`src/rtl/eeprom_host_defs.svh`:
```
// Purpose: Timing counts and command constants for the EEPROM host
// Assumes: 50 MHz core clock (20 ns period)
// Notes:   Times kept in their printed unit; cycle counts derived here
`ifndef EEPROM_HOST_DEFS_SVH
`define EEPROM_HOST_DEFS_SVH

`define CLK_PERIOD_NS      20
// Strobe low width: at least 100 ns, rounded up
`define WRITE_PULSE_NS     100
`define WRITE_PULSE_CYC    ((`WRITE_PULSE_NS + `CLK_PERIOD_NS - 1) / `CLK_PERIOD_NS)
// Strobe high width between loads: at least 50 ns
`define PULSE_HIGH_NS      50
`define PULSE_HIGH_CYC     ((`PULSE_HIGH_NS + `CLK_PERIOD_NS - 1) / `CLK_PERIOD_NS)
// Read access: at most 150 ns, sampling waits the full figure
`define READ_ACCESS_NS     150
`define READ_ACCESS_CYC    ((`READ_ACCESS_NS + `CLK_PERIOD_NS - 1) / `CLK_PERIOD_NS)
// Output enable high between polling reads: at least 150 ns
`define OE_HIGH_NS         150
`define OE_HIGH_CYC        ((`OE_HIGH_NS + `CLK_PERIOD_NS - 1) / `CLK_PERIOD_NS)
// Gap limit between page loads: 150 us, longest gap rounds down
`define BYTE_LOAD_GAP_US   150
`define BYTE_LOAD_GAP_CYC  ((`BYTE_LOAD_GAP_US * 1000) / `CLK_PERIOD_NS)
// Internal program time: 10 ms maximum
`define PROGRAM_TIME_MS    10
`define PROGRAM_TIME_CYC   ((`PROGRAM_TIME_MS * 1000000) / `CLK_PERIOD_NS)

`define PAGE_BYTES         64
// Three-step protect command sequence, address then data
`define CMD_ADDR_0         13'h1555
`define CMD_ADDR_1         13'h0aaa
`define CMD_ADDR_2         13'h1555
`define CMD_DATA_0         8'haa
`define CMD_DATA_1         8'h55
`define CMD_DATA_EN        8'ha0
`define CMD_DATA_DIS       8'h80

`endif

```
`src/rtl/eeprom_host_pkg.sv`:
```
// Purpose: Types shared by the EEPROM host controller
// Assumes: 8K x 8 array, 64-byte pages
// Notes:   Constants live in eeprom_host_defs.svh
`default_nettype none
package eeprom_host_pkg;

  typedef enum logic [1:0] {
    OP_WRITE   = 2'h0,  // Plain page write
    OP_PROTECT = 2'h1,  // Enable protection, then page write
    OP_UNPROT  = 2'h2,  // Disable protection, then page write
    OP_READ    = 2'h3
  } op_t;

  typedef struct packed {
    logic [12:0] addr;
    logic [7:0]  data;
  } byte_t;

  typedef struct packed {
    logic [12:0] addr;
    logic [7:0]  dq_o;
    logic        dq_oe;
    logic        ce_n;
    logic        oe_n;
    logic        we_n;
  } pins_t;

  typedef enum logic [7:0] {
    ST_IDLE  = 8'h01,
    ST_SETUP = 8'h02,
    ST_LOW   = 8'h04,
    ST_HIGH  = 8'h08,
    ST_GAP   = 8'h10,
    ST_POLL  = 8'h20,
    ST_RLOW  = 8'h40,
    ST_RHIGH = 8'h80
  } state_t;

endpackage
`default_nettype wire
```
`src/rtl/eeprom_host.sv`:
```
// Purpose: Host controller that writes pages to a parallel EEPROM
// Assumes: Pins are asynchronous; read data passes two flip-flops
// Notes:   Toggle-bit polling marks end of write; timer caps the wait
`default_nettype none
`include "eeprom_host_defs.svh"

// Function
// Page select stays fixed during a load
// Next byte within byte load gap limit
// Gap overrun makes device start programming
// Enable sequence protects at write end
// Disable sequence unprotects at write end
// Protect sequence followed by 1..64 bytes
// Commands: 8-bit data, 13-bit addresses
// Unprefixed protected write only runs timer
// Output enable high while writing
// Polled bit 7 inverted until done
// Bit 6 toggles per read while busy
// Toggle advances on each read strobe
// Do not rely on bit 6 levels
// Keep polling address constant
// No new write until program time expires
module eeprom_host
  import eeprom_host_pkg::*;
(
  input  wire logic        I_CORE_CLK,
  input  wire logic        I_RST,
  // Command port
  input  wire logic        i_req_valid,
  input  wire op_t         i_req_op,
  input  wire logic        i_req_last,
  input  wire byte_t       i_req_byte,
  output logic             o_req_ready,
  output logic             o_rd_valid,
  output logic [7:0]       o_rd_data,
  output logic             o_busy,
  output logic             o_timeout,
  // Device pins
  output logic [12:0]      o_addr,
  output logic [7:0]       o_dq,
  output logic             o_dq_oe,
  input  wire logic [7:0]  i_dq,
  output logic             o_ce_n,
  output logic             o_oe_n,
  output logic             o_we_n
);

  typedef struct packed {
    state_t      st;
    pins_t       pin;
    logic [19:0] cnt;        // Strobe phase timer
    logic [19:0] gap;        // Time since last load, saturating at 20'hfffff
    logic [19:0] prog;       // Program time watchdog
    logic [1:0]  cmd_idx;    // Position in command prefix
    logic        cmd_act;    // Prefix still being sent
    op_t         op;
    byte_t       hold;       // Byte being loaded
    logic [6:0]  loaded;     // Bytes of the page so far
    logic        last;
    logic        prev6_v;
    logic        prev6;
    logic        rd_valid;
    logic [7:0]  rd_data;
    logic        timeout;
    logic [7:0]  sync1;
    logic [7:0]  sync2;
  } st_t;

  st_t s_q;
  st_t s_d;

  // Address and data of one prefix step
  function automatic byte_t cmd_byte(input logic [1:0] idx, input op_t op);
    byte_t r;
    r.addr = (idx == 2'h0) ? `CMD_ADDR_0 :
             (idx == 2'h1) ? `CMD_ADDR_1 : `CMD_ADDR_2;
    r.data = (idx == 2'h0) ? `CMD_DATA_0 :
             (idx == 2'h1) ? `CMD_DATA_1 :
             (op == OP_UNPROT) ? `CMD_DATA_DIS : `CMD_DATA_EN;
    return r;
  endfunction

  // Next state
  always_comb begin
    byte_t cb;
    // Decoded once so every path sees the same prefix step
    cb           = cmd_byte(s_q.cmd_idx, s_q.op);
    s_d          = s_q;
    s_d.sync1    = i_dq;           // First stage, read only by the second
    s_d.sync2    = s_q.sync1;
    s_d.rd_valid = 1'b0;
    s_d.cnt      = s_q.cnt + 20'h1;
    if (s_q.gap != 20'hfffff) begin
      s_d.gap = s_q.gap + 20'h1;
    end
    case (s_q.st)
      ST_IDLE: begin
        s_d.pin.ce_n  = 1'b1;
        s_d.pin.oe_n  = 1'b1;
        s_d.pin.we_n  = 1'b1;
        s_d.pin.dq_oe = 1'b0;
        if (i_req_valid) begin
          s_d.op      = i_req_op;
          s_d.hold    = i_req_byte;
          s_d.last    = i_req_last;
          s_d.loaded  = 7'h0;
          s_d.cmd_idx = 2'h0;
          s_d.cmd_act = (i_req_op == OP_PROTECT) || (i_req_op == OP_UNPROT);
          s_d.timeout = 1'b0;
          s_d.cnt     = 20'h0;
          s_d.st      = (i_req_op == OP_READ) ? ST_RLOW : ST_SETUP;
          s_d.pin.addr = i_req_byte.addr;
        end
      end
      ST_SETUP: begin
        // Output enable stays high through every write strobe
        s_d.pin.oe_n  = 1'b1;
        s_d.pin.ce_n  = 1'b0;
        s_d.pin.dq_oe = 1'b1;
        if (s_q.cmd_act) begin
          s_d.pin.addr = cb.addr;
          s_d.pin.dq_o = cb.data;
        end else begin
          // Page select bits come from the first byte only
          s_d.pin.addr = (s_q.loaded == 7'h0) ? s_q.hold.addr :
                         {s_q.pin.addr[12:6], s_q.hold.addr[5:0]};
          s_d.pin.dq_o = s_q.hold.data;
        end
        s_d.pin.we_n = 1'b0;
        s_d.cnt      = 20'h0;
        s_d.st       = ST_LOW;
      end
      ST_LOW: begin
        if (s_q.cnt >= 20'(`WRITE_PULSE_CYC - 1)) begin
          s_d.pin.we_n = 1'b1;
          s_d.cnt      = 20'h0;
          s_d.gap      = 20'h0;
          s_d.st       = ST_HIGH;
        end
      end
      ST_HIGH: begin
        s_d.pin.ce_n = 1'b1;
        if (s_q.cnt >= 20'(`PULSE_HIGH_CYC - 1)) begin
          s_d.pin.dq_oe = 1'b0;
          if (s_q.cmd_act) begin
            s_d.cmd_idx = s_q.cmd_idx + 2'h1;
            s_d.cmd_act = (s_q.cmd_idx != 2'h2);
            s_d.st      = ST_SETUP;
          end else begin
            // Page end is decided in the gap state from last, count and gap time
            s_d.loaded = s_q.loaded + 7'h1;
            s_d.st     = ST_GAP;
          end
        end
      end
      ST_GAP: begin
        // Next byte must come well inside the load gap limit
        if (!s_q.last && s_q.loaded != 7'(`PAGE_BYTES) && i_req_valid &&
            s_q.gap < 20'(`BYTE_LOAD_GAP_CYC - 64)) begin
          s_d.hold = i_req_byte;
          s_d.last = i_req_last;
          s_d.st   = ST_SETUP;
        end else if (s_q.last || s_q.loaded == 7'(`PAGE_BYTES) ||
                     s_q.gap >= 20'(`BYTE_LOAD_GAP_CYC - 64)) begin
          // Loading closed: the device starts its program cycle
          s_d.prog    = 20'h0;
          s_d.prev6_v = 1'b0;
          s_d.pin.addr = s_q.pin.addr;
          s_d.cnt     = 20'h0;
          s_d.st      = ST_RHIGH;
        end
      end
      ST_RLOW: begin
        s_d.pin.ce_n = 1'b0;
        s_d.pin.oe_n = 1'b0;
        if (s_q.cnt >= 20'(`READ_ACCESS_CYC + 2)) begin
          s_d.pin.oe_n = 1'b1;
          s_d.pin.ce_n = 1'b1;
          s_d.cnt      = 20'h0;
          if (s_q.op == OP_READ) begin
            s_d.rd_valid = 1'b1;
            s_d.rd_data  = s_q.sync2;
            s_d.st       = ST_IDLE;
          end else begin
            s_d.prev6   = s_q.sync2[6];
            s_d.prev6_v = 1'b1;
            // Two equal samples mean the device finished; levels ignored
            if (s_q.prev6_v && s_q.prev6 == s_q.sync2[6]) begin
              s_d.st = ST_IDLE;
            end else begin
              s_d.st = ST_RHIGH;
            end
          end
        end
      end
      ST_RHIGH: begin
        // Each read strobe while the device is busy advances its toggle bit
        if (s_q.cnt >= 20'(`OE_HIGH_CYC - 1)) begin
          s_d.cnt = 20'h0;
          s_d.st  = ST_RLOW;
        end
      end
      default: s_d.st = ST_IDLE;
    endcase
    // Watchdog past the program time; no new write before it ends
    if (s_q.st == ST_RLOW || s_q.st == ST_RHIGH) begin
      s_d.prog = s_q.prog + 20'h1;
      if (s_q.op != OP_READ && s_q.prog >= 20'(`PROGRAM_TIME_CYC)) begin
        s_d.timeout = 1'b1;
        s_d.pin.oe_n = 1'b1;
        s_d.pin.ce_n = 1'b1;
        s_d.st       = ST_IDLE;
      end
    end
  end

  // State register
  always_ff @(posedge I_CORE_CLK or posedge I_RST) begin
    if (I_RST) begin
      s_q         <= '0;
      s_q.st      <= ST_IDLE;
      s_q.pin.ce_n <= 1'b1;
      s_q.pin.oe_n <= 1'b1;
      s_q.pin.we_n <= 1'b1;
      s_q.op      <= OP_WRITE;
    end else begin
      s_q <= s_d;
    end
  end

  // Ready to take the first byte, or the next byte of a page
  assign o_req_ready = (s_q.st == ST_IDLE) ||
    (s_q.st == ST_GAP && !s_q.last && s_q.loaded != 7'(`PAGE_BYTES) &&
     s_q.gap < 20'(`BYTE_LOAD_GAP_CYC - 64));
  assign o_rd_valid = s_q.rd_valid;
  assign o_rd_data  = s_q.rd_data;
  assign o_busy     = (s_q.st != ST_IDLE);
  assign o_timeout  = s_q.timeout;
  assign o_addr     = s_q.pin.addr;
  assign o_dq       = s_q.pin.dq_o;
  assign o_dq_oe    = s_q.pin.dq_oe;
  assign o_ce_n     = s_q.pin.ce_n;
  assign o_oe_n     = s_q.pin.oe_n;
  assign o_we_n     = s_q.pin.we_n;

endmodule
`default_nettype wire

```
`config.mk`:
```
export PLATFORM = sky130hd
export DESIGN_NAME = eeprom_host
export DESIGN_NICKNAME = d
export VERILOG_FILES = /design/src/rtl/eeprom_host_pkg.sv /design/src/rtl/eeprom_host.sv
export VERILOG_INCLUDE_DIRS = /design/src /design/src/rtl
export SDC_FILE = /design/constraint.sdc
export NUM_CORES = 1
export LEC_CHECK = 0
export BUFFER_PORTS_ARGS = -buffer_cell sky130_fd_sc_hd__buf_4
export CELL_PAD_IN_SITES_DETAIL_PLACEMENT = 0
export CELL_PAD_IN_SITES_GLOBAL_PLACEMENT = 1
export CORE_MARGIN = 5
export CORE_UTILIZATION = 45
export DETAILED_ROUTE_END_ITERATION = 8
export GPL_TIMING_DRIVEN = 0
export PLACE_DENSITY_LB_ADDON = 0.05
export SYNTH_ARGS = -nofsm -noshare
export SYNTH_HDL_FRONTEND = slang
export SYNTH_SLANG_ARGS = --single-unit
```
`constraint.sdc`:
```
create_clock -name I_CORE_CLK -period 10.6 [get_ports I_CORE_CLK]
set_input_delay 2.12 -clock I_CORE_CLK [delete_from_list [all_inputs] [get_ports I_CORE_CLK]]
set_output_delay 2.12 -clock I_CORE_CLK [all_outputs]
set_load 0.01 [all_outputs]
```
Word-level counts from Yosys, hierarchy flattened
Index checks and enable logic that the tools add are counted.
{"block": "totals", "reg_bits": 155, "elab_cells": 176, "inputBits": 35}
{"block": "op_classes", "n_bitwise": 2, "add_sub_neg": 5, "reduce_logical": 39, "n_lt_le_gt_ge": 7, "n_eq_ne": 32, "mux": 66}
{"operator": "20-bit two-way mux", "count": 11}
{"operator": "20-bit case mux with 6 select lines", "count": 1}
{"operator": "8-bit two-way mux", "count": 11}
{"operator": "21-bit two-way mux", "count": 4}
{"operator": "20-bit by 1-bit adder with 20-bit output (second input constant)", "count": 3}
{"operator": "8-bit case mux with 7 select lines", "count": 1}
{"operator": "13-bit two-way mux", "count": 4}
{"operator": "21-bit case mux with 2 select lines", "count": 1}
{"operator": "41-bit two-way mux", "count": 1}
{"operator": "20-bit by 3-bit >= comparator with 1-bit output (second input constant)", "count": 2}
{"operator": "13-bit case mux with 3 select lines", "count": 1}
{"operator": "34-bit two-way mux", "count": 1}
{"operator": "2-bit != test (second input constant)", "count": 12}
{"operator": "7-bit two-way mux", "count": 3}
{"operator": "20-bit by 13-bit >= comparator with 1-bit output (second input constant)", "count": 1}
{"operator": "20-bit by 19-bit >= comparator with 1-bit output (second input constant)", "count": 1}
{"operator": "20-bit by 2-bit >= comparator with 1-bit output (second input constant)", "count": 1}
{"operator": "20-bit by 4-bit >= comparator with 1-bit output (second input constant)", "count": 1}
{"operator": "20-bit by 13-bit less-than comparator with 1-bit output (second input constant)", "count": 1}
{"operator": "20-bit != test (second input constant)", "count": 1}
{"operator": "9-bit two-way mux", "count": 2}
{"operator": "3-bit AND reduction", "count": 6}
{"operator": "7-bit case mux with 2 select lines", "count": 1}
{"operator": "4-bit AND reduction", "count": 3}
{"operator": "other kinds (37)", "count": 77}

Depth between registers and ports, before layout
Gate-level depths: netlist of run 1.
{"block": "depth", "depth_word": 8, "ltp_mapped": 9, "mapped_depth_nobuf": 6}

Least setup slack after synthesis of run 1
No wires, ideal clock.
{"block": "synth_path", "kind": "reg2out", "startpoint": "register s_q[149] in the netlist's numbering", "endpoint": "output o_req_ready", "path_buffers": 1, "setup_slack_ps": 6975, "arrival_time_ps": 1505, "path_stages_with_launch": 6, "t_required_ps": 8480, "cell_sequence": "dfrtp_1 -> buf_2 -> nor3_4 -> nand3_2 -> nor4_4 -> or2_2"}
{"block": "synth_via", "elab_chain_len": 5, "word_cells_on_any_way": 6}
{"element": "start: declaration", "line": "eeprom_host.sv:69", "source": "st_t s_q;"}
{"element": "8-bit by 5-bit == test with 1-bit output", "line": "eeprom_host.sv:233", "source": "(s_q.st == ST_GAP && !s_q.last && s_q.loaded != 7'(`PAGE_BYTES) &&"}
{"element": "1-bit logical AND (3 in series)", "line": "eeprom_host.sv:233"}
{"element": "1-bit logical OR *", "line": "eeprom_host.sv:232", "source": "assign o_req_ready = (s_q.st == ST_IDLE) ||"}
{"element": "end: declaration", "line": "eeprom_host.sv:33", "source": "output logic o_req_ready,"}
Every way passes the cells marked *; elsewhere a longest branch is shown, timed or not.

Worst setup path after layout of run 1
Same ends and word-level chain as after synthesis.

==> results.rst, run 1 <==
.. list-table::
   :header-rows: 1

   * - Metric
     - Value
   * - Result of the run
     - completed
   * - FF-to-FF path depth
     - 7
   * - Synthesized area divided by synthesized cell count
     - a little over 10 µm²
   * - Setup-failing EPs final
     - 0
   * - Initial standard-cell utilization of the core
     - between 40% and 50%
   * - Post-synthesis instance area
     - ~0.0077 mm²
   * - Worst Setup Start Kind
     - flop
   * - Timing-limited maximum frequency
     - around 220 MHz
   * - Category of the most critical setup path
     - reg2out
   * - Number of vias per cell
     - between 5 and 6
   * - Via count of the first global-routing pass
     - around 6000
   * - Series of cell instances along the critical path
     - buf_2 -> nor3_4 -> nand3_2 -> nor4_4 -> or2_2 -> buf_4
   * - Relative contribution of combinational cells to total power
     - just over 20%
   * - Leftover overflow at the end of global routing
     - 0
   * - EDFF count, synth
     - 0
   * - Unrepaired setup endpoints after global routing
     - false
   * - Total negative slack
     - 0 ps
   * - Post-synth top area share
     - 49.15%
   * - Final Critical Period
     - roughly 4500 ps
   * - Total design power
     - around 1800 µW
   * - Register-to-register path setup slack
     - 7910 ps
   * - Clock latency of the later-clocked register in the worst-skew pair
     - approximately 430 ps
   * - Number of buffers inserted for hold repair after clock tree synthesis
     - 0
   * - Layout Area Growth over Synthesis
     - 19.10%
   * - List of most frequent post-synthesis cells
     - dfrtp_1 (151), nand2_1 (61), o21ai_0 (55)
   * - Clk Tree Root Cell
     - clkbuf_16
   * - Final number of max-transition violations
     - 0
   * - Number of maximum-capacitance constraint violations
     - 0
   * - Final routed wire length divided by cell count
     - approximately 17 µm
   * - Number of hold-slack violations in the final timing report
     - 0
   * - Number of vias after detailed routing
     - slightly above 6000
   * - Residual antenna-violating net count after detailed routing
     - 0
   * - Leading area contributor after synthesis
     - dfrtp_1
   * - Slew at the pin closest to its max-slew limit
     - about 970 ps
   * - Slowest stage cell on the critical path
     - nor4_4
   * - Hold WS
     - ~350 ps
   * - Crit path max-delay family
     - simple AND/OR/NAND/NOR gates
   * - Post-synthesis async set-or-reset flop share
     - 100.0%
   * - Placed instance count
     - around 1000
   * - Worst Hold Depth
     - 0
   * - Number of standard cells in the final layout excluding fillers
     - 1075
   * - Initial antenna violation count
     - 0
   * - Netlist cell types
     - between 50 and 60
   * - DP Area
     - between 0.008 and 0.009 mm²
   * - Data required time at the worst endpoint
     - around 8500 ps
   * - Startpoint of the lowest-slack hold path
     - s_d[4]
   * - WHS Endpoint
     - s_q[4]
   * - Clock power frac
     - 37.0%
   * - CTS buffer count
     - 17
   * - IR Drop Worst-Case VDD
     - roughly 0.12 mV
   * - Die Wd
     - roughly 140 µm
   * - Global-route wire length before repair
     - 30020 µm
   * - H-tree depth
     - 4
   * - Sequential area share after synthesis
     - slightly above 50%
   * - Fraction of final layout cells sized beyond drive strength 1
     - 23.39%
   * - ANT cells
     - 0
   * - Capturing element type of the critical path
     - output port
   * - Instance count of the mapped netlist
     - around 750
   * - Number of top-level pins
     - 72
   * - Worst-path clk slew
     - ~70 ps
   * - Clock Sink Count
     - between 150 and 200
   * - Worst endpoint data arrival time
     - roughly 2300 ps
   * - Sequential group share of total power
     - 42.5%
   * - Fill cell count
     - approximately 1500
   * - # resized after CTS
     - 0
   * - Total global routing track utilization
     - between 10% and 20%
   * - Post-detailed-routing wire length
     - 18000 µm
   * - Pre-Repair DR Iteration Count
     - 7
   * - Gpl congestion
     - roughly 0.80
   * - Clock skew
     - roughly 13 ps
   * - Post-route cell area
     - 0.009158 mm²
   * - Leak
     - approximately 0.0041 µW
   * - Power density relative to cell area
     - roughly 190 mW/mm²
   * - Std-Cell Core Area
     - between 0.015 and 0.02 mm²
   * - Floorplan row count
     - 47
   * - Library cell with the highest instance count after synthesis
     - dfrtp_1
   * - Nets
     - between 800 and 900
   * - Top fanout value on the critical path
     - 8
   * - Fin crit share
     - around two fifths
   * - Estimated wirelength of the detail-placed design
     - between 10000 and 15000 µm
   * - Post-synth net total
     - between 700 and 800
   * - Critical register-to-register path endpoint
     - s_q[63]
   * - Fraction of power spent switching nets
     - between 20% and 30%
   * - First DRT Iteration DRCs
     - between 400 and 500
   * - Maximum count of clock buffers along a single path
     - 2
   * - Count of unresolved DRC violations after routing
     - 0
   * - Flip-flop cell with the highest count after synthesis
     - dfrtp_1
   * - Ys Warns
     - 0
   * - Pin count of the biggest net entering global routing
     - between 100 and 150
   * - Startpoint of the lowest-slack register-to-register path
     - s_q[149]
   * - Top area cells in the synthesized netlist
     - dfrtp_1 (49%), mux2_2 (5.6%), o21ai_0 (3.6%)
   * - Slew headroom
     - roughly a third
   * - Hold WC Path Type
     - reg2reg
   * - Total of buffers placed on input and output ports
     - between 70 and 80
   * - Total of flip-flops plus latches after synthesis
     - ~160
   * - Net Switching
     - about 500 µW
   * - Largest stage delay on the critical path
     - about 470 ps
   * - TritonCTS clock tree
     - built
   * - Cell-internal power
     - 1249 µW
   * - Vertical die dimension
     - between 100 and 150 µm
   * - Die area
     - 0.01980 mm²
   * - Number of setup buffers added after CTS
     - 0
   * - Number of buffers and inverters on the critical path
     - 2
routing by layer:
layer / track usage (%) / wire length (µm) / up-vias / share of wire [%]
met3: 3.488 / 639 / 16 / 3.5
met2: 30.34 / 8911 / 121 / 49
li1: - / - / 2882 / -
met4: 5.915 / 182 / 0 / 1.0
met5: 0 / 0 / - / 0
met1: 25.08 / 8270 / 3017 / 46
area by class of cell:
type | instances | area (µm²) | share of cell area [%]
buffer | 64 | 386.6 | 4.222
clock buffer | 17 | 425.4 | 4.645
clock inverter | 15 | 202.7 | 2.213
inverter | 18 | 72.57 | 0.7925
multi-input combinational | 514 | 3351 | 36.59
sequential | 155 | 3884 | 42.41
tap | 220 | 275.3 | 3.006
timing repair buffer | 72 | 560.5 | 6.121
power groups by stage:
stage	Combinational, µW	Sequential (µW)	Clock [µW]
6_report	359	745	649
5_1_grt	398	758	688
4_1_cts	363	745	661
3_5_place_dp	362	756	0
3_3_place_gp	353	751	0
2_1_floorplan	246	738	0
metrics by stage:
stage	setup slack [ps]	util (%)
after CTS	6107	54.83
after global placement	2567	50.88
after floorplan	4308	-
after global routing	5983	54.83
final	6149	54.83
after detailed placement	6570	51.07
state kept, by name (all words and copies together) (netlist names):
name / cells
o_addr: 13
o_ce_n: 1
o_dq: 8
o_dq_oe: 1
o_oe_n: 1
o_rd_data: 8
o_rd_valid: 1
o_timeout: 1
o_we_n: 1
s_d: 8
s_q: 112
cells in the final DEF (no fill, tap or decap), drive strengths merged, types with 14 or more instances in the layout:
cell / Yosys / layout
dfrtp: 151 / 151
buf: 41 / 113
nand2: 61 / 61
o21ai: 56 / 56
a21oi: 51 / 51
nand3: 40 / 40
clkbuf: 23 / 40
mux2: 38 / 38
nor2: 37 / 37
inv: 17 / 25
xnor2: 18 / 18
and3: 18 / 18
nand4: 16 / 16
nor3: 16 / 16
or3: 14 / 14
nor4: 14 / 14
worst register-to-register path, stage by stage (launching register included):
cell     delay, ps
dfrtp_1        360
buf_2          170
nor3_4         340
nand3_2        260
nor4_1         700
buf_2          370
nor2_2         120
o31ai_1        280
cells by family after synthesis:
group,after synthesis,synth area share [%]
XOR/XNOR,31,3.531
AND/OR/NAND/NOR,251,17.71
multiplexers,50,7.128
adder cells (fa/ha/maj),13,2.116
AO/OA/AOI/OAI,168,13.05
flip-flops,155,50.51
other,1,0.04877
buffers and inverters,82,5.907
worst max-delay path by stage:
stage,from,end,slack (ps),cells past startpoint
2_1_floorplan,I_RST,o_addr[0],4310,1
3_3_place_gp,I_RST,o_dq[6],2570,2
3_5_place_dp,s_q[149],o_req_ready,6570,6
4_1_cts,s_q[149],o_req_ready,6110,6
5_1_grt,s_q[149],o_req_ready,5980,6
6_report,s_q[149],o_req_ready,6150,6
Power figures use the tool's default switching activity.
==> run 2: changes to the inputs <==
Clock period 10.6 ns to 4.1 ns, I/O delays scaled along.
==> run 2 against run 1 <==
Net effect:
- non-clock buffer count increased by 3
- highest routed layer unchanged
- via count decreased by 1.1%
- power increased to 2.5 times the previous value
- largest power group unchanged
- clock power increased by 140%
- final cell count increased by 0.28%
==> results.rst, run 2 (synthesized netlist as in run 1, its figures left out) <==
.. list-table::
   :header-rows: 1

   * - Metric
     - Value
   * - Result of the run
     - completed
   * - Startpoint of the lowest-slack hold path
     - s_d[5]
   * - Clock Sink Count
     - 155 (unchanged)
   * - Storage cell area
     - 0.003884 mm² (unchanged)
   * - Clk Tree Root Cell
     - clkbuf_16
   * - ANT cells
     - 0 (unchanged)
   * - Number of setup buffers added after CTS
     - 0 (unchanged)
   * - Unrepaired setup endpoints after global routing
     - false
   * - Top fanout value on the critical path
     - 8 (unchanged)
   * - Count of unresolved DRC violations after routing
     - 0 (unchanged)
   * - Data required time at the worst endpoint
     - 3280 ps (-5200 ps)
   * - Total of buffers placed on input and output ports
     - 71 (unchanged)
   * - Capturing element type of the critical path
     - output port
   * - Clock latency of the later-clocked register in the worst-skew pair
     - 430 ps (about the same)
   * - Final number of max-transition violations
     - 0 (unchanged)
   * - TritonCTS clock tree
     - built
   * - Category of the most critical setup path
     - reg2out
   * - Timing-limited maximum frequency
     - roughly 320 MHz
   * - Layout Area Growth over Synthesis
     - 19.19% (about the same)
   * - Pin count of the biggest net entering global routing
     - 42 (-59%)
   * - IR Drop Worst-Case VDD
     - 0.3218 mV (+160%)
   * - Worst Hold Depth
     - 0 (unchanged)
   * - Worst-path clk slew
     - 60 ps (about the same)
   * - Number of maximum-capacitance constraint violations
     - 0 (unchanged)
   * - Hold WC Path Type
     - reg2reg
   * - Via count of the first global-routing pass
     - 5966 (-0.33%)
   * - Critical path origin
     - s_q[149]
   * - Slew headroom
     - 32.46% (-2.6 points)
   * - Std-Cell Core Area
     - 0.01670 mm² (unchanged)
   * - Final Critical Period
     - 3151 ps
   * - Initial standard-cell utilization of the core
     - 46.04% (unchanged)
   * - Multi-input gate area in the final layout
     - 0.003351 mm² (unchanged)
   * - Number of vias per cell
     - 5.538 (-1.4%)
   * - Number of flip-flops under the largest register name
     - 112 (unchanged)
   * - Pre-Repair DR Iteration Count
     - 5 (-2)
   * - Floorplan row count
     - 47 (unchanged)
   * - Global-route wire length before repair
     - 30190 µm (+0.60%)
   * - Startpoint of the lowest-slack register-to-register path
     - s_q[150]
   * - Worst Setup Start Kind
     - flop
   * - Fraction of final layout cells sized beyond drive strength 1
     - 23.66% (+0.27 points)
   * - Slew at the pin closest to its max-slew limit
     - 1011 ps (+39.65 ps)
   * - Number of buffers inserted for hold repair after clock tree synthesis
     - 0 (unchanged)
   * - Vertical die dimension
     - 140.7 µm (unchanged)
   * - Estimated wirelength of the detail-placed design
     - 12990 µm (+2.9%)
   * - Top library cells by usage in the layout, fill and taps aside
     - dfrtp_1 (151), buf_4 (100), nand2_1 (61)
   * - Number of hold-slack violations in the final timing report
     - 0 (unchanged)
   * - Final routed wire length divided by cell count
     - 16.50 µm (-1.5%)
   * - Post-detailed-routing wire length
     - 17790 µm (-1.2%)
   * - Top register by number of flip-flops
     - s_q
   * - Fill cell count
     - 1532 (+0.59%)
   * - CTS buffer count
     - 17 (unchanged)
   * - Leftover overflow at the end of global routing
     - 0 (unchanged)
   * - Initial antenna violation count
     - 0 (unchanged)
   * - Leak
     - 0.004123 µW (+0.15%)
   * - Fin crit share
     - between 70% and 80%
   * - Power density relative to cell area
     - 480.4 mW/mm² (+150%)
   * - Total negative slack
     - 0 ps (unchanged)
   * - Total design power
     - 4402 µW (+150%)
   * - Gpl congestion
     - 0.7931 (-0.94%)
   * - Clock skew
     - 11.50 ps (-1.233 ps)
   * - Die area
     - 0.01980 mm² (unchanged)
   * - # resized after CTS
     - 0 (unchanged)
   * - FF-to-FF path depth
     - 6 (-1)
   * - Number of top-level pins
     - 72 (unchanged)
   * - Nets
     - 893 (+0.34%)
   * - First DRT Iteration DRCs
     - 411 (-4.4%)
   * - Leading cell type in the layout, fill and taps excluded
     - dfrtp_1
   * - Total global routing track utilization
     - 18.81% (+0.26 points)
   * - Die Wd
     - 140.7 µm (unchanged)
   * - Worst endpoint data arrival time
     - 2330 ps (about the same)
   * - H-tree depth
     - 4 (unchanged)
   * - Number of vias after detailed routing
     - 5970 (-1.1%)
   * - Maximum count of clock buffers along a single path
     - 2 (unchanged)
   * - Residual antenna-violating net count after detailed routing
     - 0 (unchanged)
   * - Setup-failing EPs final
     - 0 (unchanged)
run 2: final cells by class:
| cell class | count | area share, % |
|---|---|---|
| Clock inverter | 14 | 1.488 |
| Clock buffer | 18 | 4.792 |
| Buffer | 64 | 4.219 |
| Timing Repair Buffer | 75 | 6.772 |
| Inverter | 18 | 0.7783 |
| Multi-Input combinational cell | 514 | 36.56 |
| Tap cell | 220 | 3.004 |
| Sequential cell | 155 | 42.38 |
run 2: power breakdown:
part / internal (µW) / switching [µW]
Clock: 866 / 674
Combinational: 485 / 450
Sequential: 1770 / 160
run 2: per-stage QoR:
stage          cells  util (%)  instance area (µm²)  hold slack, ps  setup slack [ps]
3_5_place_dp    1046     51.42                 8588           334.7              1382
5_1_grt         1078     54.87                 9164           356.1             767.9
3_3_place_gp    1042     50.90                 8501           332.3             362.0
2_1_floorplan    751         -                 7692           331.2              1324
4_1_cts         1078     54.87                 9164           349.3             918.8
6_report        1078     54.87                 9164           345.6             948.7
run 2: worst paths after layout:
check,to,slack [ps]
hold / removal,s_q[5],350
setup / recovery,o_req_ready,950
setup reg to reg,s_q[147],1470
hold reg to reg,s_q[5],350
min in group asynchronous,s_q[100],440
max in group asynchronous,o_oe_n,2570
run 2: critical path: stages, from the launching register on:
cell     delay, ps
dfrtp_1        360
buf_2          170
nor3_4         330
nand3_2        240
nor4_4         490
or2_2          200
buf_4          120
run 2: layer usage:
metal  up-vias  track usage [%]  part of all wire [%]
li1       2906                -                     -
met3        15            4.030                   4.1
met5         -                0                     0
met1      2937            25.31                    46
met2       112            30.75                    49
met4         0            5.609                   1.1
==> run 3: changes to the inputs <==
Settings changed: CORE_UTILIZATION 45 to 42.
Clock period 4.1 ns to 2.75 ns, I/O delays scaled along.
==> run 3 against run 2 <==
Net effect:
- critical endpoint unchanged
- clock skew increased by 0.80 ps
- worst hold slack worse by 190 ps
- sequential share of layout area decreased by 0.37 points
- die area is 6.6% higher
- utilization decreased by 3.6 points
- combinational power up 52%
- global-route usage is 1.4 points lower
==> results.rst, run 3 (synthesized netlist as in run 1, its figures left out) <==
.. list-table::
   :header-rows: 1

   * - Metric
     - Value
   * - Data required time at the worst endpoint
     - 2200 ps (-1080 ps)
   * - Leak
     - 0.004150 µW (+0.67%)
   * - Leftover overflow at the end of global routing
     - 0 (unchanged)
   * - Estimated wirelength of the detail-placed design
     - 13210 µm (+1.7%)
   * - Global-route wire length before repair
     - 30660 µm (+1.5%)
   * - Number of hold-slack violations in the final timing report
     - 0 (unchanged)
   * - Fin crit share
     - a little over nine tenths
   * - Wire length on met3
     - 703 µm (-4.0%)
   * - Layout Area Growth over Synthesis
     - 20.23%
   * - Category of the most critical setup path
     - reg2out
   * - Top fanout value on the critical path
     - 9 (+1)
   * - Number of standard cells in the final layout excluding fillers
     - 1091 (+1.2%)
   * - Maximum count of clock buffers along a single path
     - 2 (unchanged)
   * - Initial standard-cell utilization of the core
     - 42.66% (-3.4 points)
   * - Die area
     - 0.02111 mm² (+6.6%)
   * - ANT cells
     - 0 (unchanged)
   * - Number of flip-flops under the largest register name
     - 112 (unchanged)
   * - Post-detailed-routing wire length
     - 18270 µm (+2.7%)
   * - Total of buffers placed on input and output ports
     - 71 (unchanged)
   * - Std-Cell Core Area
     - 0.01802 mm² (+7.9%)
   * - Initial antenna violation count
     - 0 (unchanged)
   * - Floorplan row count
     - 49 (+4.3%)
   * - Total global routing track utilization
     - 17.43% (-1.4 points)
   * - TritonCTS clock tree
     - built
   * - H-tree depth
     - 4 (unchanged)
   * - Power density relative to cell area
     - 724.4 mW/mm² (+51%)
   * - Worst Setup Start Kind
     - flop
   * - Final Critical Period
     - approximately 2700 ps
   * - Gpl congestion
     - 0.8094 (+2.1%)
   * - Clock Sink Count
     - 155 (unchanged)
   * - Hold WC Path Type
     - in2async
   * - Final routed wire length divided by cell count
     - 16.75 µm (+1.5%)
   * - Nets
     - 897 (+0.45%)
   * - Via count of the first global-routing pass
     - 5935 (-0.52%)
   * - IR Drop Worst-Case VDD
     - 0.6846 mV (+110%)
   * - Max Used Layer
     - met4
   * - CTS buffer count
     - 17 (unchanged)
   * - Slew headroom
     - 43.42% (+11 points)
   * - First DRT Iteration DRCs
     - 310 (-25%)
   * - Residual antenna-violating net count after detailed routing
     - 0 (unchanged)
   * - Pin count of the biggest net entering global routing
     - 37 (-12%)
   * - Number of top-level pins
     - 72 (unchanged)
   * - Number of vias per cell
     - 5.470 (-1.2%)
   * - Setup-failing EPs final
     - 0 (unchanged)
   * - Worst-path clk slew
     - 70 ps (about the same)
   * - Post-Place Setup Slack
     - 28.21 ps (-1354 ps)
   * - Capturing element type of the critical path
     - output port
   * - Result of the run
     - completed
   * - Met2 wire length
     - 8805 µm (+0.71%)
   * - Placed instance count
     - 1055 (+0.86%)
   * - Final number of max-transition violations
     - 0 (unchanged)
   * - Clk Tree Root Cell
     - clkbuf_16
   * - Count of unresolved DRC violations after routing
     - 0 (unchanged)
   * - Fill cell count
     - 1662 (+8.5%)
   * - Clock skew
     - 12.30 ps (+0.8037 ps)
   * - Timing-limited maximum frequency
     - 369.2 MHz
   * - Pre-Repair DR Iteration Count
     - 5 (unchanged)
   * - Clock latency of the later-clocked register in the worst-skew pair
     - 430 ps (about the same)
   * - Number of vias after detailed routing
     - 5968 (-0.034%)
   * - Minimum setup slack in the final design
     - 41.21 ps (-907.5 ps)
   * - Hold WS
     - 160.0 ps (-185.7 ps)
   * - Fraction of final layout cells sized beyond drive strength 1
     - 24.48% (+0.82 points)
   * - Number of maximum-capacitance constraint violations
     - 0 (unchanged)
   * - Die Wd
     - 145.3 µm (+3.3%)
   * - Top register by number of flip-flops
     - s_q
   * - Top library cells by usage in the layout, fill and taps aside
     - dfrtp_1 (151), buf_4 (104), nand2_1 (61)
   * - Leading cell type in the layout, fill and taps excluded
     - dfrtp_1
   * - Vertical die dimension
     - 145.3 µm (+3.3%)
   * - Met1 wire length
     - 8497 µm (+4.7%)
   * - Worst endpoint data arrival time
     - 2160 ps (-170 ps)
   * - Slew at the pin closest to its max-slew limit
     - 841.5 ps (-169.1 ps)
==> run 3: cell types whose count changed in the layout (fill, tap and decap cells not counted), moves of 2 or more <==
cell	before	now
clkinv_4	3	1
clkinv_2	3	1
inv_6	4	6
buf_4	100	104
==> run 3: worst paths after layout <==
kind,depth (start not counted),endpoint,slack [ps],startpoint
hold reg to reg,0,s_q[2],350,s_d[2]
min in group I_CORE_CLK,1,s_d[5],230,i_dq[5]
max in group asynchronous,4,o_ce_n,1730,I_RST
hold / removal,2,s_q[100],160,I_RST
setup reg to reg,7,s_q[63],170,s_q[150]
setup / recovery,6,o_req_ready,40,s_q[150]
==> run 3: routing by layer <==
layer / vias up / GRT usage [%]
met5: - / 0
met4: 0 / 5.410
met3: 18 / 3.492
met2: 110 / 28.21
met1: 2943 / 23.74
li1: 2897 / -
==> run 3: worst max-delay path, stage by stage (launching register included) <==
cell      delay (ps)
dfrtp_1          360
clkbuf_1         210
nor3b_1          340
nand3_2          230
nor4_4           330
or2_2            160
buf_4            110
==> run 3: final cells by class <==
cell class	count	area, µm²	share of cell area (%)
buffer	64	387.9	4.196
clock buffer	17	425.4	4.602
clock inverter	15	180.2	1.949
inverter	18	71.32	0.7715
multi-input combinational	514	3366	36.41
sequential	155	3884	42.01
tap	229	286.5	3.100
timing repair buffer	79	643.1	6.957
==> run 3: power breakdown <==
group	switching [µW]	internal, µW	leakage (µW)
sequential	231	2630	0.00201
clock	1040	1370	0.000292
combinational	684	733	0.00185
==> run 3: through the flow <==
stage	power [µW]	utilization, %	cell area (µm²)	setup TNS [ps]
6_report	6696	51.28	9244	0
5_1_grt	7071	51.28	9244	-80.09
4_1_cts	6767	51.03	9198	-7.818
3_5_place_dp	4330	47.67	8592	0
3_3_place_gp	4266	47.22	8512	-115870
2_1_floorplan	3795	-	7692	0
==> run 3: repair_timing <==
| item | 4_1_cts | 5_1_grt |
|---|---|---|
| hold buffers | 0 | 0 |
| endpoints found under the hold margin | 0 | 0 |
| gates resized for setup | 0 | 5 |
| setup endpoints to repair | 2 | 30 |
| pin swaps | 1 | 2 |
| buffers inserted | 0 | 4 |
